`src/common/spsp_pkg.sv`:
```
// package for the serial slave port: register map, field layout, reset values
// assumes a 32-bit axi4-lite register bus, byte addresses, one word per register
package spsp_pkg;
	localparam logic [3:0] ADDR_CFG    = 4'h0;
	localparam logic [3:0] ADDR_TXBUF  = 4'h4;
	localparam logic [3:0] ADDR_RXBUF  = 4'h8;
	localparam logic [3:0] ADDR_CTRL   = 4'hC;
	localparam int         ADDR_W      = 4;
	// configuration fields
	localparam int CFG_CLKSEL_LO = 5;
	localparam int CFG_BYPASS    = 4;
	localparam int CFG_SSVAL     = 3;
	localparam int CFG_SSEN_N    = 2;
	localparam int CFG_IRQSRC    = 1;
	localparam int CFG_SLAVE     = 0;
	// control and flag fields
	localparam int CTL_LSBF   = 7;
	localparam int CTL_OVR    = 6;
	localparam int CTL_DONE   = 5;
	localparam int CTL_TXE    = 4;
	localparam int CTL_RXF    = 3;
	localparam int CTL_CPHA   = 2;
	localparam int CTL_CPOL   = 1;
	localparam int CTL_EN     = 0;
	localparam logic [7:0] CFG_RESET  = 8'h05;
	localparam logic [7:0] CTL_RESET  = 8'h00;
	localparam logic [7:0] CTL_FLAGS  = 8'h78;
	localparam logic [2:0] BIT_LAST   = 3'h7;
	localparam logic [1:0] RESP_OKAY  = 2'h0;
	localparam logic [1:0] RESP_SLVERR = 2'h2;
	typedef enum logic [1:0] {
		SPSP_IDLE  = 2'b00,
		SPSP_SHIFT = 2'b01,
		SPSP_DONE  = 2'b10
	} spsp_state_t;
endpackage : spsp_pkg

```
`src/rtl/spsp_top.sv`:
```
// serial slave port: 8-bit full duplex shifter with axi4-lite register access
// assumes the master's sclk is far slower than aclk; pins are asynchronous
// Overview of operation
// clock select code picks aclk divided by 2..256 as sampling tick rate.
// bypass bit skips the two-stage synchroniser on serial inputs.
// with select enable low, slave select follows the config value bit.
// select enable high takes slave select from the external pin.
// interrupt source bit picks holding-empty or transfer-complete event.
// role bit exists; this block always acts as slave.
// byte in transmit buffer loads into shifter while enabled.
// completed shifter byte is copied into receive buffer.
// control bit 7 set shifts least significant bit first.
// bit 6 flags a byte received before previous one was read.
// bit 5 flags a finished eight-bit transfer.
// bit 4 reports empty transmit buffer.
// bit 3 flags receive buffer full.
// control bits 2 and 1 give phase and polarity; master must match.
// block works only while enable bit 0 is set, otherwise idle.
// reading control register clears the flags that read reported.
// holding-empty fires on load to shifter; complete after last bit.
// eight bits full duplex per transfer while select is low.
// output driven only while selected; clocks ignored when deselected.
//
// Design decisions made here: the address map and register access over AXI4-Lite.
module spsp_top
	import spsp_pkg::*;
(
	input  wire logic              aclk,
	input  wire logic              aresetn,
	input  wire logic [ADDR_W-1:0] s_axi_awaddr,
	input  wire logic              s_axi_awvalid,
	output logic                   s_axi_awready,
	input  wire logic [31:0]       s_axi_wdata,
	input  wire logic [3:0]        s_axi_wstrb,
	input  wire logic              s_axi_wvalid,
	output logic                   s_axi_wready,
	output logic [1:0]             s_axi_bresp,
	output logic                   s_axi_bvalid,
	input  wire logic              s_axi_bready,
	input  wire logic [ADDR_W-1:0] s_axi_araddr,
	input  wire logic              s_axi_arvalid,
	output logic                   s_axi_arready,
	output logic [31:0]            s_axi_rdata,
	output logic [1:0]             s_axi_rresp,
	output logic                   s_axi_rvalid,
	input  wire logic              s_axi_rready,
	input  wire logic              sclk,
	input  wire logic              mosi,
	input  wire logic              ss_n,
	output logic                   miso,
	output logic                   miso_oe,
	output logic                   irq
);
	logic [7:0]  cfg_reg;
	logic [7:0]  ctl_reg;
	logic [7:0]  txbuf_reg;
	logic [7:0]  rxbuf_reg;
	logic [7:0]  shift_reg;
	logic [2:0]  bitcnt_reg;
	logic [7:0]  div_reg;
	logic [2:0]  sync1_reg;
	logic [2:0]  sync2_reg;
	logic [2:0]  samp_reg;
	logic        sclk_prev_reg;
	logic        txfull_reg;
	logic        loaded_reg;
	logic        evt_hold;
	logic        evt_last;
	spsp_state_t state_reg;

	// axi write path
	logic              aw_have_reg;
	logic              w_have_reg;
	logic [ADDR_W-1:0] awaddr_reg;
	logic [31:0]       wdata_reg;
	logic [3:0]        wstrb_reg;
	logic              wr_fire;
	logic              rd_fire;
	logic              rd_ctl;
	logic              wr_tx;

	function automatic logic addr_mapped(input logic [ADDR_W-1:0] a);
		addr_mapped = (a == ADDR_CFG) || (a == ADDR_TXBUF) ||
		              (a == ADDR_RXBUF) || (a == ADDR_CTRL);
	endfunction : addr_mapped

	assign wr_fire = aw_have_reg && w_have_reg && !s_axi_bvalid;
	assign wr_tx   = wr_fire && (awaddr_reg == ADDR_TXBUF) && wstrb_reg[0];
	assign rd_fire = s_axi_arvalid && s_axi_arready;
	assign rd_ctl  = rd_fire && (s_axi_araddr == ADDR_CTRL);

	always_ff @(posedge aclk) begin
		if (!aresetn) begin
			aw_have_reg   <= 1'b0;
			w_have_reg    <= 1'b0;
			awaddr_reg    <= '0;
			wdata_reg     <= '0;
			wstrb_reg     <= '0;
			s_axi_awready <= 1'b0;
			s_axi_wready  <= 1'b0;
			s_axi_bvalid  <= 1'b0;
			s_axi_bresp   <= RESP_OKAY;
		end else begin
			s_axi_awready <= !aw_have_reg && !s_axi_awready && !s_axi_bvalid;
			s_axi_wready  <= !w_have_reg && !s_axi_wready && !s_axi_bvalid;
			if (s_axi_awvalid && s_axi_awready) begin
				aw_have_reg   <= 1'b1;
				awaddr_reg    <= s_axi_awaddr;
				s_axi_awready <= 1'b0;
			end
			if (s_axi_wvalid && s_axi_wready) begin
				w_have_reg   <= 1'b1;
				wdata_reg    <= s_axi_wdata;
				wstrb_reg    <= s_axi_wstrb;
				s_axi_wready <= 1'b0;
			end
			if (wr_fire) begin
				aw_have_reg  <= 1'b0;
				w_have_reg   <= 1'b0;
				s_axi_bvalid <= 1'b1;
				s_axi_bresp  <= addr_mapped(awaddr_reg) ? RESP_OKAY : RESP_SLVERR;
			end else if (s_axi_bvalid && s_axi_bready) begin
				s_axi_bvalid <= 1'b0;
			end
		end
	end

	// axi read path; single-cycle arready pulse, data one edge later
	always_ff @(posedge aclk) begin
		if (!aresetn) begin
			s_axi_arready <= 1'b0;
			s_axi_rvalid  <= 1'b0;
			s_axi_rdata   <= '0;
			s_axi_rresp   <= RESP_OKAY;
		end else begin
			s_axi_arready <= !s_axi_arready && !s_axi_rvalid && s_axi_arvalid;
			if (rd_fire) begin
				s_axi_rvalid <= 1'b1;
				s_axi_rresp  <= addr_mapped(s_axi_araddr) ? RESP_OKAY : RESP_SLVERR;
				if (s_axi_araddr == ADDR_CFG)
					s_axi_rdata <= {24'h000000, cfg_reg};
				else if (s_axi_araddr == ADDR_RXBUF)
					s_axi_rdata <= {24'h000000, rxbuf_reg};
				else if (s_axi_araddr == ADDR_CTRL)
					s_axi_rdata <= {24'h000000, ctl_reg};
				else
					s_axi_rdata <= '0;
			end else if (s_axi_rvalid && s_axi_rready) begin
				s_axi_rvalid <= 1'b0;
			end
		end
	end

	// configuration; role bit kept but the shifter is always a slave
	always_ff @(posedge aclk) begin
		if (!aresetn)
			cfg_reg <= CFG_RESET;
		else if (wr_fire && awaddr_reg == ADDR_CFG && wstrb_reg[0])
			cfg_reg <= wdata_reg[7:0];
	end

	// clock divider gives the sampling tick
	logic [7:0] div_top;
	logic       tick;
	assign div_top = 8'((9'h002 << cfg_reg[7:CFG_CLKSEL_LO]) - 9'h001);
	assign tick    = (div_reg >= div_top);
	always_ff @(posedge aclk) begin
		if (!aresetn)
			div_reg <= '0;
		else if (tick)
			div_reg <= '0;
		else
			div_reg <= div_reg + 8'h01;
	end

	// pin synchroniser; first stage read only by the second
	always_ff @(posedge aclk) begin
		if (!aresetn) begin
			sync1_reg <= 3'h7;
			sync2_reg <= 3'h7;
		end else begin
			sync1_reg <= {sclk, mosi, ss_n};
			sync2_reg <= sync1_reg;
		end
	end

	logic [2:0] pins_in;
	assign pins_in = cfg_reg[CFG_BYPASS] ? {sclk, mosi, ss_n} : sync2_reg;
	always_ff @(posedge aclk) begin
		if (!aresetn)
			samp_reg <= 3'h5;
		else if (tick)
			samp_reg <= pins_in;
	end

	logic sel_n;
	logic sck_n;
	logic edge_any;
	logic lead;
	logic sample_edge;
	logic shift_edge;
	assign sel_n = cfg_reg[CFG_SSEN_N] ? samp_reg[0] : cfg_reg[CFG_SSVAL];
	assign sck_n = samp_reg[2] ^ ctl_reg[CTL_CPOL];
	assign edge_any = tick && (pins_in[2] ^ ctl_reg[CTL_CPOL]) != sck_n;
	assign lead = edge_any && !sck_n;
	assign sample_edge = edge_any && (ctl_reg[CTL_CPHA] ? sck_n : !sck_n);
	assign shift_edge  = edge_any && (ctl_reg[CTL_CPHA] ? !sck_n : sck_n);

	logic active;
	logic last_in;
	logic [7:0] shin;
	assign active  = ctl_reg[CTL_EN] && !sel_n;
	assign last_in = active && sample_edge && bitcnt_reg == BIT_LAST;
	assign shin = ctl_reg[CTL_LSBF] ? {samp_reg[1], shift_reg[7:1]}
	                                : {shift_reg[6:0], samp_reg[1]};
	logic cur_out;
	assign cur_out = ctl_reg[CTL_LSBF] ? shift_reg[0] : shift_reg[7];

	// shifter state machine; deselect drops a cut frame so the next byte can load
	always_ff @(posedge aclk) begin
		if (!aresetn) begin
			state_reg  <= SPSP_IDLE;
			shift_reg  <= '0;
			bitcnt_reg <= '0;
			loaded_reg <= 1'b0;
		end else begin
			loaded_reg <= 1'b0;
			case (state_reg)
				SPSP_IDLE: begin
					bitcnt_reg <= '0;
					if (ctl_reg[CTL_EN] && txfull_reg) begin
						shift_reg  <= txbuf_reg;
						loaded_reg <= 1'b1;
						state_reg  <= SPSP_SHIFT;
					end else if (active) begin
						state_reg <= SPSP_SHIFT;
					end
				end
				SPSP_SHIFT: begin
					if (!active) begin
						state_reg <= SPSP_IDLE;
					end else if (sample_edge && active) begin
						shift_reg  <= shin;
						bitcnt_reg <= bitcnt_reg + 3'h1;
						if (bitcnt_reg == BIT_LAST)
							state_reg <= SPSP_DONE;
					end
				end
				SPSP_DONE: begin
					bitcnt_reg <= '0;
					state_reg  <= SPSP_IDLE;
				end
				default: state_reg <= SPSP_IDLE;
			endcase
		end
	end

	assign evt_hold = loaded_reg;
	assign evt_last = state_reg == SPSP_DONE;

	// output pin; cpha=0 presents the first bit as soon as selected
	always_ff @(posedge aclk) begin
		if (!aresetn) begin
			miso    <= 1'b0;
			miso_oe <= 1'b0;
		end else begin
			miso_oe <= active;
			if (!active || (shift_edge && !lead) || (shift_edge && ctl_reg[CTL_CPHA]))
				miso <= cur_out;
			else if (state_reg != SPSP_SHIFT)
				miso <= cur_out;
		end
	end

	// buffers
	logic rx_unread_reg;
	always_ff @(posedge aclk) begin
		if (!aresetn) begin
			txbuf_reg     <= '0;
			txfull_reg    <= 1'b0;
			rxbuf_reg     <= '0;
			rx_unread_reg <= 1'b0;
		end else begin
			if (wr_tx) begin
				txbuf_reg  <= wdata_reg[7:0];
				txfull_reg <= 1'b1;
			end else if (loaded_reg) begin
				txfull_reg <= 1'b0;
			end
			if (evt_last) begin
				rxbuf_reg     <= shift_reg;
				rx_unread_reg <= 1'b1;
			end else if (rd_fire && s_axi_araddr == ADDR_RXBUF) begin
				rx_unread_reg <= 1'b0;
			end
		end
	end

	// control: software bits plus sticky flags; set beats the read-clear
	logic [7:0] rd_clr;
	assign rd_clr = rd_ctl ? (ctl_reg & CTL_FLAGS) : 8'h00;
	always_ff @(posedge aclk) begin
		if (!aresetn) begin
			ctl_reg <= CTL_RESET;
		end else begin
			if (wr_fire && awaddr_reg == ADDR_CTRL && wstrb_reg[0]) begin
				ctl_reg[CTL_LSBF] <= wdata_reg[CTL_LSBF];
				ctl_reg[CTL_CPHA] <= wdata_reg[CTL_CPHA];
				ctl_reg[CTL_CPOL] <= wdata_reg[CTL_CPOL];
				ctl_reg[CTL_EN]   <= wdata_reg[CTL_EN];
			end
			ctl_reg[CTL_OVR]  <= (evt_last && rx_unread_reg) ||
			                     (ctl_reg[CTL_OVR] && !rd_clr[CTL_OVR]);
			ctl_reg[CTL_DONE] <= evt_last || (ctl_reg[CTL_DONE] && !rd_clr[CTL_DONE]);
			ctl_reg[CTL_TXE]  <= evt_hold || (ctl_reg[CTL_TXE] && !rd_clr[CTL_TXE]
			                     && !wr_tx);
			ctl_reg[CTL_RXF]  <= evt_last || (ctl_reg[CTL_RXF] && !rd_clr[CTL_RXF]);
		end
	end

	// interrupt level; held until the selected flag is cleared by a read, or for holding-empty by a transmit buffer write
	always_ff @(posedge aclk) begin
		if (!aresetn)
			irq <= 1'b0;
		else
			irq <= cfg_reg[CFG_IRQSRC] ? ctl_reg[CTL_DONE] : ctl_reg[CTL_TXE];
	end
endmodule : spsp_top

```
`config.mk`:
```
export PLATFORM = sky130hd
export DESIGN_NAME = spsp_top
export DESIGN_NICKNAME = d
export VERILOG_FILES = /design/src/common/spsp_pkg.sv /design/src/rtl/spsp_top.sv
export SDC_FILE = /design/constraint.sdc
export NUM_CORES = 1
export LEC_CHECK = 0
export BUFFER_PORTS_ARGS = -buffer_cell sky130_fd_sc_hd__buf_2
export CAP_MARGIN = 10
export CELL_PAD_IN_SITES_DETAIL_PLACEMENT = 2
export CELL_PAD_IN_SITES_GLOBAL_PLACEMENT = 2
export CORE_MARGIN = 1.5
export CORE_UTILIZATION = 35
export DETAILED_ROUTE_END_ITERATION = 7
export PLACE_DENSITY_LB_ADDON = 0.2
export SYNTH_ARGS = -nofsm -noshare
export SYNTH_HDL_FRONTEND = slang
export SYNTH_SLANG_ARGS = --single-unit
```
`constraint.sdc`:
```
create_clock -name aclk -period 9.9 [get_ports aclk]
set_clock_uncertainty 0.2 [all_clocks]
set_input_delay 0.495 -clock aclk [delete_from_list [all_inputs] [get_ports aclk]]
set_output_delay 0.495 -clock aclk [all_outputs]
set_load 0.05 [all_outputs]
```
==> run_results.csv <==
group,metric,value,unit
clock_network,path_clk_slew,60,ps
clock_network,htreeDepth,3,
routing,vias_per_cell,4.87,
synthesis,synth-seq-area-share,43.6,%
routing,drc,0,
floorplan,start_util,35.8,%
synthesis,synth_area_per_cell,9.04,um^2
setup_path,setup.worst_path.class,"reg -> reg",
global_route,grt_overflow,0,
synthesis,yosys.area_share.adder,3.06,%
finish,nNetsFinal,592,
clock_network,post_cts_buffers,0,
global_route,grtUsageTotal,18.2,%
power_and_ir_drop,pwr_density_cell,177,nW/um^2
floorplan,die_area,13600,um^2
placed_design,hpwl,8.10,mm
timing,rsz0062_at_grt,"no",
routing,firstDrtPassIters,4,
timing,finalCritPeriodShare,35.0,%
power_and_ir_drop,clock_power_share,39.7,%
clock_network,cts_root_buffer,"clkbuf_16",
synthesis,synth.top_cell.area_share,43.6,%
synthesis,ys_seq_elements,98,
power_and_ir_drop,p_sw,0.000242,W
finish,num-fill-cells,1406,
setup_path,worstSetupEndpointType,"flop",
placed_design,gp_congestion,0.737,
routing,wl,11.3,mm
timing,min_period,3470,ps
synthesis,synth_top_family_by_area,"simple AND/OR/NAND/NOR gates",
power_and_ir_drop,p_comb_share,12.6,%
synthesis,netlist_area,4500,um^2
floorplan,die_h,116,um
setup_path,crit_fanout,8,
synthesis,synthCells,498,
setup_path,crit_required,9970,ps
setup_path,setup.worst_path.start_class,"flop",
timing,fin_hold_ws,148,ps
power_and_ir_drop,seq_power_share,47.7,%
finish,area_growth,11.8,%
routing,vias,3416,
floorplan,rows,41,
timing,hold_viol_final,0,
floorplan,io_pins,98,
finish,seq_area,1960,um^2
floorplan,core-area,12600,um^2
synthesis,synth_ff_type,"dfxtp_1",
power_and_ir_drop,p_leak,2.06,nW
setup_path,cp.arrival,3540,ps
timing,report.final.slew_viol_count,0,
flow_run,drv_cap,0,
power_and_ir_drop,vdd_drop_max,0.0568,mV
synthesis,postSynth.asyncResetShare,0,%
finish,multi_input_area,2310,um^2
finish,drive_above_1_share,13.6,%
clock_network,clock_sinks,98,
worst_hold_path,hold_path.class,"in -> reg",
floorplan,die_x,116,um
synthesis,yosysTopAreaCell,"dfxtp_1",
synthesis,synth_compound_area_share,13.3,%
placed_design,numPortBuffers,44,
synthesis,synth_enable_flop_cells,0,
synthesis,synth_xor_area_share,2.31,%
global_route,grt_pass1_vias,3762,
power_and_ir_drop,sw_frac_of_total,27.2,%
timing,final-setup-viol-count,0,
synthesis,synthMuxAreaShare,10.3,%
global_route,grt_pass1_wl,18.9,mm
status,status,"finished clean",
synthesis,synth_cell_types,51,
clock_network,cts_hold_buf,0,
timing,tightest_slew,914,ps
clock_network,worst_skew_pair.late_latency,350,ps
timing,max-slew-margin-rel,39.0,%
routing,drt_iter0_drc,141,
synthesis,ys_warn_count,0,
finish,diodes,0,
global_route,grt_antenna_before_repair,0,
clock_network,clock_path_buffers,2,
routing,ant_nets,0,
synthesis,ys_top_cells_by_area,"dfxtp_1 (44%), mux2i_1 (9.6%), nand2_1 (7.8%), buf_4 (4.3%), nor2b_1 (3.9%)",
global_route,grt_max_degree,96,
clock_network,tritoncts,"done",
routing,wl_per_cell,16.0,um
clock_network,cts.repair.resized,0,
synthesis,synth-simple-area-share,20.2,%
clock_network,cts_buffers,9,
timing,fmax,288,MHz
timing,tns,0,ps
power_and_ir_drop,p_int,0.000650,W
-- kinds of logic (layout without fill, tap and decap cells) --
logic type               Yosys count  count (layout)
AND/OR/NAND/NOR                  186             186
flip-flops                        98              98
AO/OA/AOI/OAI                     87              87
buffers and inverters             58              65
multiplexers                      46              46
adder cells (fa/ha/maj)           11              11
XOR/XNOR                          11              11
other                              1              26
-- synth_stat cells, types with 2 or more instances --
| cell | n |
|---|---|
| dfxtp_1 | 98 |
| buf_4 | 26 |
| nor3_1 | 7 |
| mux2_2 | 3 |
| nand3_1 | 8 |
| nor2_1 | 17 |
| nor4b_2 | 2 |
| o21ai_0 | 16 |
| clkbuf_1 | 20 |
| o211ai_1 | 2 |
| mux2i_1 | 43 |
| xnor2_1 | 5 |
| and2_1 | 4 |
| buf_1 | 2 |
| o21a_1 | 2 |
| a31oi_1 | 9 |
| o211a_1 | 3 |
| nand2b_1 | 13 |
| nand2_1 | 93 |
| a32o_1 | 2 |
| ha_1 | 11 |
| a22oi_1 | 9 |
| a21o_1 | 2 |
| nand4_1 | 2 |
| inv_1 | 6 |
| xor2_1 | 5 |
| nor2b_1 | 28 |
| a21oi_1 | 11 |
| a21boi_0 | 22 |
| buf_2 | 4 |
| and3_1 | 3 |
-- layout make-up --
type / count / share of cell area (%)
multi-input combinational: 367 / 46.0
clock buffer: 12 / 5.09
sequential: 98 / 39.0
tap: 172 / 4.27
clock inverter: 2 / 0.745
timing repair buffer: 45 / 4.52
inverter: 6 / 0.447
-- power groups by stage --
stage | registers [W] | logic [W] | clock network, W
after detailed placement | 0.000435 | 0.000114 | 0
final | 0.000426 | 0.000112 | 0.000354
after floorplan | 0.000439 | 0.0000862 | 0
after global placement | 0.000434 | 0.000110 | 0
after CTS | 0.000426 | 0.000114 | 0.000365
after global routing | 0.000428 | 0.000125 | 0.000380
-- critical path, cell delays in order, from the launching register on --
cell and delay (ps):
dfxtp_1 410, or3_1 430, ha_1 290, xor2_1 170, nor2_1 110, a21oi_1 60
ha_1 330, a21oi_1 280, o21ai_2 150, o211a_2 340, a21oi_4 370, mux2i_1 250
-- metal layers --
layer  GRT usage [%]  part of all wire [%]  wire, um
met1            22.4                    46      5220
met2            32.0                    50      5590
met3            2.85                   2.4       270
met4            7.15                   1.6       180
met5               0                     0         0
-- worst paths after layout --
kind | to | start | cells after the start | slack (ps)
min reg2reg | sync2_reg[1] | sync1_reg[1] | 1 | 210
max | shift_reg[7] | cfg_reg[5] | 11 | 6430
min | sync1_reg[2] | sclk | 2 | 150
max reg2reg | shift_reg[7] | cfg_reg[5] | 11 | 6430
-- metrics by stage --
step / utilization, % / setup WS, ps / cells / cell area [um^2] / total power [W]
after floorplan: - / 6790 / 523 / 4600 / 0.000525
after global placement: 37.7 / 6640 / 688 / 4740 / 0.000544
after detailed placement: 37.7 / 6510 / 688 / 4740 / 0.000549
after CTS: 40.1 / 6390 / 702 / 5040 / 0.000905
after global routing: 40.1 / 6220 / 702 / 5040 / 0.000933
final: 40.1 / 6430 / 702 / 5040 / 0.000893
-- layout by cell type, fill, tap and decap left out, types with 6 or more instances in the layout --
master	synthesis	routed
a21boi_0	22	22
a21oi_1	11	11
a22oi_1	9	9
a31oi_1	9	9
buf_2	4	44
clkbuf_16	0	9
conb_1	1	26
dfxtp_1	98	98
ha_1	11	11
inv_1	6	6
mux2i_1	43	43
nand2_1	93	93
nand2b_1	13	13
nand3_1	8	8
nor2_1	17	17
nor2b_1	28	28
nor3_1	7	7
o21ai_0	16	16
Power figures use the tool's default switching activity.
